===== src/mdmac_defines.svh =====
// constants of the multiply, multiply-accumulate and divide control block
// Summary of operation
// - unsigned accumulate outside 32-bit range sets overflow
// - signed positive plus positive turning negative overflows
// - signed negative plus negative turning positive overflows
// - unsigned accumulate mode reports sign flag zero
// - signed accumulate sign flag is accumulator bit 31
// - start bit accepts one only in division mode
// - start bit begins division, reads one while running
// - start bit clears itself when division ends
// - multiply starts once both operand halves written
// - writing zero during division leaves start bit set
// - control bits one and two are read-only
// - three mode bits select six legal operations
// - control register resets to zero, unsigned multiply
`ifndef MDMAC_DEFINES_SVH
`define MDMAC_DEFINES_SVH

// ****************************************************************
// register indices
// ****************************************************************
`define MDMAC_ADDR_W        3
`define MDMAC_DATA_W        16
`define MDMAC_ADDR_CTRL     3'h0
`define MDMAC_ADDR_A_LOW    3'h1
`define MDMAC_ADDR_A_HIGH   3'h2
`define MDMAC_ADDR_DVSR     3'h3
`define MDMAC_ADDR_RES_LOW  3'h4
`define MDMAC_ADDR_RES_HIGH 3'h5
`define MDMAC_ADDR_REMAIN   3'h6

// ****************************************************************
// control register fields
// ****************************************************************
`define MDMAC_BIT_DIVSEL    7
`define MDMAC_BIT_ACCSEL    6
`define MDMAC_BIT_SGNSEL    3
`define MDMAC_BIT_OVF       2
`define MDMAC_BIT_SIGN      1
`define MDMAC_BIT_START     0
`define MDMAC_CTRL_RESET    3'h0
`define MDMAC_ZERO16        16'h0000
`define MDMAC_ZERO32        32'h0000_0000

// ****************************************************************
// timing
// ****************************************************************
`define MDMAC_DIV_STEPS     6'h20
`define MDMAC_CNT_W         6

`endif


===== src/mdmac_pkg.sv =====
// types of the multiply, multiply-accumulate and divide control block
package mdmac_pkg;

  typedef struct packed {
    logic divide_select;
    logic accumulate_select;
    logic signed_select;
  } mdmac_mode_type;

  typedef enum logic [1:0] {
    ST_IDLE = 2'b00,
    ST_MUL  = 2'b01,
    ST_DIV  = 2'b10
  } mdmac_state_type;

  typedef struct packed {
    logic [2:0]  addr;
    logic [15:0] wdata;
    logic        wr;
    logic        rd;
  } mdmac_bus_type;

endpackage : mdmac_pkg

===== src/mdmac_control.sv =====
// multiply, multiply-accumulate and divide unit with its control register
`timescale 1ns/10ps
`include "mdmac_defines.svh"

module mdmac_control
(
  input  wire logic        SYS_CLK,
  input  wire logic        RST,
  input  wire logic [2:0]  REG_ADDR,
  input  wire logic [15:0] REG_WDATA,
  input  wire logic        REG_WR,
  input  wire logic        REG_RD,
  output logic      [15:0] REG_RDATA,
  output logic             DIVIDE_DONE_IRQ
);

  // ****************************************************************
  // declarations
  // ****************************************************************
  mdmac_pkg::mdmac_bus_type   bus;
  mdmac_pkg::mdmac_mode_type  mode_reg;
  mdmac_pkg::mdmac_mode_type  mode_next;
  mdmac_pkg::mdmac_state_type state_reg;
  mdmac_pkg::mdmac_state_type state_next;

  logic [15:0] operand_a_low;
  logic [15:0] operand_a_high;
  logic [15:0] divisor_reg;
  logic [31:0] result_reg;
  logic [15:0] remain_reg;
  logic        a_low_seen_reg;
  logic        a_high_seen_reg;
  logic        divide_start_busy;
  logic        accum_overflow_flag;
  logic        accum_sign_flag;
  logic [15:0] rdata_reg;
  logic        irq_reg;
  logic [31:0] quo_reg;
  logic [15:0] rem_reg;
  logic [5:0]  cnt_reg;

  logic        wr_ctrl;
  logic        wr_a_low;
  logic        wr_a_high;
  logic        mode_legal;
  logic        mode_is_div;
  logic        start_div;
  logic        mul_go;
  logic        div_last;
  logic [31:0] product;
  logic [32:0] usum;
  logic [31:0] accum_sum;
  logic        ovf_now;
  logic [16:0] trial;
  logic [16:0] trial_diff;
  logic        trial_fits;
  logic [15:0] ctrl_view;

  // ****************************************************************
  // register bus decode
  // ****************************************************************
  assign bus.addr  = REG_ADDR;
  assign bus.wdata = REG_WDATA;
  assign bus.wr    = REG_WR;
  assign bus.rd    = REG_RD;

  assign wr_ctrl   = bus.wr && (bus.addr == `MDMAC_ADDR_CTRL);
  assign wr_a_low  = bus.wr && (bus.addr == `MDMAC_ADDR_A_LOW);
  assign wr_a_high = bus.wr && (bus.addr == `MDMAC_ADDR_A_HIGH);

  // ****************************************************************
  // mode selection
  // ****************************************************************
  assign mode_next.divide_select     = bus.wdata[`MDMAC_BIT_DIVSEL];
  assign mode_next.accumulate_select = bus.wdata[`MDMAC_BIT_ACCSEL];
  assign mode_next.signed_select     = bus.wdata[`MDMAC_BIT_SGNSEL];

  // division allows only the unsigned form, with or without the done request
  assign mode_legal = !(mode_next.divide_select && mode_next.signed_select);
  assign mode_is_div = mode_next.divide_select && mode_legal;

  // a write during a running division keeps the mode to protect the result
  always_ff @(posedge SYS_CLK or posedge RST)
  begin
    if (RST)
    begin
      mode_reg <= `MDMAC_CTRL_RESET;
    end
    else if (wr_ctrl && mode_legal && !divide_start_busy)
    begin
      mode_reg <= mode_next;
    end
  end

  // ****************************************************************
  // operand registers and automatic multiply start
  // ****************************************************************
  always_ff @(posedge SYS_CLK or posedge RST)
  begin
    if (RST)
    begin
      operand_a_low  <= `MDMAC_ZERO16;
      operand_a_high <= `MDMAC_ZERO16;
      divisor_reg    <= `MDMAC_ZERO16;
    end
    else if (bus.wr)
    begin
      if (bus.addr == `MDMAC_ADDR_A_LOW)
      begin
        operand_a_low <= bus.wdata;
      end
      if (bus.addr == `MDMAC_ADDR_A_HIGH)
      begin
        operand_a_high <= bus.wdata;
      end
      if (bus.addr == `MDMAC_ADDR_DVSR)
      begin
        divisor_reg <= bus.wdata;
      end
    end
  end

  // both halves must be written since the last product
  always_ff @(posedge SYS_CLK or posedge RST)
  begin
    if (RST)
    begin
      a_low_seen_reg  <= 1'b0;
      a_high_seen_reg <= 1'b0;
    end
    else if (mul_go)
    begin
      // a half written in the product cycle counts for the next product
      a_low_seen_reg  <= wr_a_low;
      a_high_seen_reg <= wr_a_high;
    end
    else if (!mode_reg.divide_select)
    begin
      if (wr_a_low)
      begin
        a_low_seen_reg <= 1'b1;
      end
      if (wr_a_high)
      begin
        a_high_seen_reg <= 1'b1;
      end
    end
  end

  assign mul_go = (state_reg == mdmac_pkg::ST_MUL);

  // ****************************************************************
  // sequencer
  // ****************************************************************
  assign start_div = wr_ctrl && bus.wdata[`MDMAC_BIT_START] && mode_is_div
                     && !divide_start_busy;
  assign div_last  = (cnt_reg == `MDMAC_DIV_STEPS - `MDMAC_CNT_W'(1));

  always_comb
  begin
    state_next = state_reg;
    unique case (state_reg)
      mdmac_pkg::ST_IDLE:
      begin
        if (start_div)
        begin
          state_next = mdmac_pkg::ST_DIV;
        end
        else if (!mode_reg.divide_select && a_low_seen_reg && a_high_seen_reg)
        begin
          state_next = mdmac_pkg::ST_MUL;
        end
      end
      mdmac_pkg::ST_MUL:
      begin
        state_next = mdmac_pkg::ST_IDLE;
      end
      mdmac_pkg::ST_DIV:
      begin
        if (div_last)
        begin
          state_next = mdmac_pkg::ST_IDLE;
        end
      end
      default:
      begin
        state_next = mdmac_pkg::ST_IDLE;
      end
    endcase
  end

  always_ff @(posedge SYS_CLK or posedge RST)
  begin
    if (RST)
    begin
      state_reg <= mdmac_pkg::ST_IDLE;
    end
    else
    begin
      state_reg <= state_next;
    end
  end

  // ****************************************************************
  // division start and busy bit
  // ****************************************************************
  // zero writes while running are ignored; the end of the run clears the bit
  always_ff @(posedge SYS_CLK or posedge RST)
  begin
    if (RST)
    begin
      divide_start_busy <= 1'b0;
    end
    else if (start_div)
    begin
      divide_start_busy <= 1'b1;
    end
    else if (divide_start_busy && div_last)
    begin
      divide_start_busy <= 1'b0;
    end
  end

  // ****************************************************************
  // restoring divider, one quotient bit per clock
  // ****************************************************************
  assign trial      = {rem_reg, quo_reg[31]};
  assign trial_diff = trial - {1'b0, divisor_reg};
  assign trial_fits = (trial >= {1'b0, divisor_reg});

  always_ff @(posedge SYS_CLK or posedge RST)
  begin
    if (RST)
    begin
      quo_reg <= `MDMAC_ZERO32;
      rem_reg <= `MDMAC_ZERO16;
      cnt_reg <= `MDMAC_CNT_W'(0);
    end
    else if (start_div)
    begin
      quo_reg <= {operand_a_high, operand_a_low};
      rem_reg <= `MDMAC_ZERO16;
      cnt_reg <= `MDMAC_CNT_W'(0);
    end
    else if (state_reg == mdmac_pkg::ST_DIV)
    begin
      quo_reg <= {quo_reg[30:0], trial_fits};
      rem_reg <= trial_fits ? trial_diff[15:0] : trial[15:0];
      cnt_reg <= cnt_reg + `MDMAC_CNT_W'(1);
    end
  end

  // ****************************************************************
  // multiply and accumulate
  // ****************************************************************
  always_comb
  begin
    if (mode_reg.signed_select)
    begin
      product = 32'($signed(operand_a_high)) * 32'($signed(operand_a_low));
    end
    else
    begin
      product = 32'(operand_a_high) * 32'(operand_a_low);
    end
  end

  assign usum      = {1'b0, result_reg} + {1'b0, product};
  assign accum_sum = usum[31:0];

  always_comb
  begin
    if (mode_reg.signed_select)
    begin
      // operands of equal sign giving a result of the other sign
      ovf_now = (!result_reg[31] && !product[31] && accum_sum[31])
             || (result_reg[31] && product[31] && !accum_sum[31]);
    end
    else
    begin
      ovf_now = usum[32];
    end
  end

  // each accumulation reports its own overflow
  always_ff @(posedge SYS_CLK or posedge RST)
  begin
    if (RST)
    begin
      accum_overflow_flag <= 1'b0;
    end
    else if (mul_go && mode_reg.accumulate_select)
    begin
      accum_overflow_flag <= ovf_now;
    end
  end

  always_comb
  begin
    if (mode_reg.accumulate_select && mode_reg.signed_select && !mode_reg.divide_select)
    begin
      accum_sign_flag = result_reg[31];
    end
    else
    begin
      accum_sign_flag = 1'b0;
    end
  end

  // ****************************************************************
  // result and remainder
  // ****************************************************************
  always_ff @(posedge SYS_CLK or posedge RST)
  begin
    if (RST)
    begin
      result_reg <= `MDMAC_ZERO32;
    end
    else if (mul_go)
    begin
      result_reg <= mode_reg.accumulate_select ? accum_sum : product;
    end
    else if (state_reg == mdmac_pkg::ST_DIV && div_last)
    begin
      result_reg <= {quo_reg[30:0], trial_fits};
    end
    else if (bus.wr && bus.addr == `MDMAC_ADDR_RES_LOW)
    begin
      result_reg[15:0] <= bus.wdata;
    end
    else if (bus.wr && bus.addr == `MDMAC_ADDR_RES_HIGH)
    begin
      result_reg[31:16] <= bus.wdata;
    end
  end

  always_ff @(posedge SYS_CLK or posedge RST)
  begin
    if (RST)
    begin
      remain_reg <= `MDMAC_ZERO16;
    end
    else if (state_reg == mdmac_pkg::ST_DIV && div_last)
    begin
      remain_reg <= trial_fits ? trial_diff[15:0] : trial[15:0];
    end
  end

  // ****************************************************************
  // division done request
  // ****************************************************************
  always_ff @(posedge SYS_CLK or posedge RST)
  begin
    if (RST)
    begin
      irq_reg <= 1'b0;
    end
    else
    begin
      irq_reg <= divide_start_busy && div_last
                 && !mode_reg.accumulate_select;
    end
  end

  assign DIVIDE_DONE_IRQ = irq_reg;

  // ****************************************************************
  // read port
  // ****************************************************************
  // flag bits come from hardware only, never from write data
  always_comb
  begin
    ctrl_view                       = `MDMAC_ZERO16;
    ctrl_view[`MDMAC_BIT_DIVSEL]    = mode_reg.divide_select;
    ctrl_view[`MDMAC_BIT_ACCSEL]    = mode_reg.accumulate_select;
    ctrl_view[`MDMAC_BIT_SGNSEL]    = mode_reg.signed_select;
    ctrl_view[`MDMAC_BIT_OVF]       = accum_overflow_flag;
    ctrl_view[`MDMAC_BIT_SIGN]      = accum_sign_flag;
    ctrl_view[`MDMAC_BIT_START]     = divide_start_busy;
  end

  // data stand for one cycle after the strobe and read zero otherwise
  always_ff @(posedge SYS_CLK or posedge RST)
  begin
    if (RST)
    begin
      rdata_reg <= `MDMAC_ZERO16;
    end
    else if (bus.rd)
    begin
      unique case (bus.addr)
        `MDMAC_ADDR_CTRL:     rdata_reg <= ctrl_view;
        `MDMAC_ADDR_A_LOW:    rdata_reg <= operand_a_low;
        `MDMAC_ADDR_A_HIGH:   rdata_reg <= operand_a_high;
        `MDMAC_ADDR_DVSR:     rdata_reg <= divisor_reg;
        `MDMAC_ADDR_RES_LOW:  rdata_reg <= result_reg[15:0];
        `MDMAC_ADDR_RES_HIGH: rdata_reg <= result_reg[31:16];
        `MDMAC_ADDR_REMAIN:   rdata_reg <= remain_reg;
        default:              rdata_reg <= `MDMAC_ZERO16;
      endcase
    end
    else
    begin
      rdata_reg <= `MDMAC_ZERO16;
    end
  end

  assign REG_RDATA = rdata_reg;

endmodule : mdmac_control


===== config.mk =====
export PLATFORM = sky130hd
export DESIGN_NAME = mdmac_control
export DESIGN_NICKNAME = d
export VERILOG_FILES = /design/src/mdmac_pkg.sv /design/src/mdmac_control.sv
export VERILOG_INCLUDE_DIRS = /design/src
export SDC_FILE = /design/constraint.sdc
export NUM_CORES = 2
export LEC_CHECK = 0
export ABC_AREA = 1
export BUFFER_PORTS_ARGS = -buffer_cell sky130_fd_sc_hd__buf_2
export CORE_MARGIN = 8
export CORE_UTILIZATION = 40
export CTS_CLUSTER_DIAMETER = 40
export CTS_CLUSTER_SIZE = 8
export DETAILED_ROUTE_END_ITERATION = 8
export PLACE_DENSITY_LB_ADDON = 0.1
export SETUP_SLACK_MARGIN = 0.5
export SYNTH_ARGS = -nofsm -noshare
export SYNTH_HDL_FRONTEND = slang
export SYNTH_SLANG_ARGS = --single-unit

===== constraint.sdc =====
create_clock -name SYS_CLK -period 11 [get_ports SYS_CLK]
set_clock_uncertainty 0.15 [all_clocks]
set_input_delay 1.1 -clock SYS_CLK [delete_from_list [all_inputs] [get_ports SYS_CLK]]
set_output_delay 1.1 -clock SYS_CLK [all_outputs]
set_load 0.01 [all_outputs]

==> metrics.cfg <==
[detailed_routing]
drtPass1Iterations = 6
vias = 25200
viasPerCell = 5.15
avgRoutedWirePerCell_um = 21.6
drc = 0
wl_mm = 105
postRouteAntennaNets = 0
drtIter0Drc = 2177

[yosys]
syn_avg_cell_area_sq_um = 7.07
synth.distinct_cells = 57
syn_inst = 3966
netlist_area_sq_mm = 0.0280
synth-async-reset-ratio_pct = 100
yosys.cell_count.top_type = nand2_1
synth_common_cells = nand2_1 (1071), inv_1 (991), fa_1 (366), nand3_1 (229), ha_1 (205)
synth_fp_nets = 4560
synth_edf_count = 0
yosys.area.top_type_share_pct = 26.1
synth_sequential_area_ratio_pct = 15.7
ys_ff_latch = 176
synthFlopType = dfrtp_1
yosysWarningCount = 0
synth_top_cell_by_area = fa_1
yosys-top-cells-area = fa_1 (26%), dfrtp_1 (16%), nand2_1 (14%)

[sta]
grt_setup_unrepaired = false
period_share_pct = 82.2
setup_violations = 0
fin_ws_ps = 1960
drv_slew = 0
max_freq_mhz = 111
max_slew_margin_pct = 23.1
worstMarginPinSlew_ps = 1140
min_period_ps = 9040
hold_viol_final = 0
tns_ps = 0

[cts]
cts_hold_buf = 0
root_buffer = clkbuf_16
tritoncts = done
clock_latency_ps = 470
clkSinkCount = 176
clkTransAtPathRegs_ps = 80
cts_setup_buffers = 0
cts_buffers = 17
ctsResizeCount = 0
htreeDepth = 4
clockBufferDepth = 2

[layout]
multiInputGateArea_sq_mm = 0.0194
diodes = 0
layout.nets = 4531
fill_cells = 7382
drive_gt1_share_pct = 3.75
layout.area.seq_sq_mm = 0.00441
fin_util_pct = 42.7
syn_to_final_growth_pct = 6.36

[worst_hold_path]
holdPathStages = 1
holdPathEnd = cnt_reg[5]$_DFFE_PP0P_
min_from = cnt_reg[5]$_DFFE_PP0P_
min-delay-path-class = flop to flop

[place]
pre_cts_ws_ps = 2050
port_buffers = 39
gp_congestion = 0.979
dp.final_hpwl_mm = 86.7

[die]
initial_core_util_pct = 40.2
rows = 97
dieWidth_um = 281
io-pin-count = 40
coreArea_sq_mm = 0.0698
die_y_um = 281
die_area_sq_mm = 0.0788

[grt]
grt_max_degree = 107
grt_pass1_vias = 25200
gr-total-overflow = 0
grt_pass1_wl_mm = 162
grt_usage_pct = 27.2
antenna_found_initial = 2

[worst_setup_path]
critPathCaptureType = flop
r2r-end = result_reg[30]$_DFFE_PP0P_
max_stage_delay_ps = 870
r2r_start = operand_a_low[15]$_DFFE_PP0P_
start_kind = flop
worstPathArrival_ps = 9280
setup.reg_to_reg.worst_slack_ps = 1960
r2r_cells = 32
worst-path-max-fanout = 19
worstPathRequired_ps = 11230
critPathKind = flop to flop
cp-startpoint = operand_a_low[15]$_DFFE_PP0P_
slowest_stage = clkinv_1

[flow_run]
drv_cap = 0

[status]
status = complete, no violations

[metrics by stage]
step / instance area [sq um] / hold slack, ps / std cells
final: 29800 / 332 / 4890
after global routing: 29800 / 358 / 4890
after CTS: 29800 / 337 / 4890
after detailed placement: 29200 / 320 / 4858
after global placement: 29200 / 316 / 4858
after floorplan: 28000 / 284 / 3966
[worst max path at each step]
stage | end | cells past startpoint | slack (ps)
final | result_reg[30]$_DFFE_PP0P_ | 32 | 1960
after global placement | result_reg[30]$_DFFE_PP0P_ | 32 | 2050
after global routing | result_reg[31]$_DFFE_PP0P_ | 35 | 1400
after CTS | result_reg[29]$_DFFE_PP0P_ | 35 | 2030
after floorplan | result_reg[31]$_DFFE_PP0P_ | 34 | 3850
after detailed placement | result_reg[29]$_DFFE_PP0P_ | 35 | 2050
[critical path: cells and delay by family, from the launching register on]
| family | cells | cell delay, ps |
|---|---|---|
| adder cells (fa/ha/maj) | 8 | 3600 |
| AND/OR/NAND/NOR | 16 | 2980 |
| buffers and inverters | 7 | 1200 |
| flip-flops | 1 | 860 |
| AO/OA/AOI/OAI | 1 | 130 |
[area by class of cell]
type	instances	share of cell area (%)
clock buffers	18	1.47
clock inverters	14	0.537
inverters	1003	12.6
multi-input cells	2659	64.9
flip-flops and latches	176	14.8
well taps	940	3.94
repair buffers	80	1.69
[layer usage]
layer	part of all wire [%]	routed length (um)	global-route usage [%]	up-vias
li1	-	-	-	11900
met1	45	47200	38.5	12200
met2	45	47700	43.5	894
met3	6.4	6760	2.78	143
met4	3.5	3670	8.68	0
met5	0	0	0	-
[logic make-up (layout without fill, tap and decap cells)]
logic type,Yosys count,count (layout),share of synthesized area [%]
AOI/OAI and AO/OA,447,447,9.14
and+or+nand+nor,1609,1609,23.6
buffers and inverters,1131,1115,15.2
adders and majority gates,571,571,35.3
xor gates and xnor gates,31,31,0.968
DFF,176,176,15.7
muxes,1,1,0.0357
[placed cells by master, fill, tap and decap left out, drive strengths merged, types with 2 or more instances in the layout]
cell,synthesis,routed
a41oi,6,6
a21o,6,6
a2111oi,4,4
xor2,14,14
nor3,22,22
nand3,229,229
nand2,1075,1075
o221ai,29,29
or2,10,10
inv,1000,1007
dfrtp,176,176
clkbuf,90,18
a22oi,4,4
clkinv,3,8
a31oi,6,6
clkinvlp,0,2
o21bai,10,10
fa,366,366
nand3b,8,8
a221oi,3,3
a311oi,5,5
o21a,3,3
o211ai,10,10
a21oi,148,148
nor2,206,206
a2bb2oi,2,2
o21ai,190,190
a21boi,3,3
buf,38,80
and2,18,18
ha,205,205
xnor2,17,17
nand4,37,37
o22ai,12,12
nor4,2,2
Power is left out: the tool's default activity adds up to more than one toggle a clock period on the data nets, which glitch-free logic cannot reach.
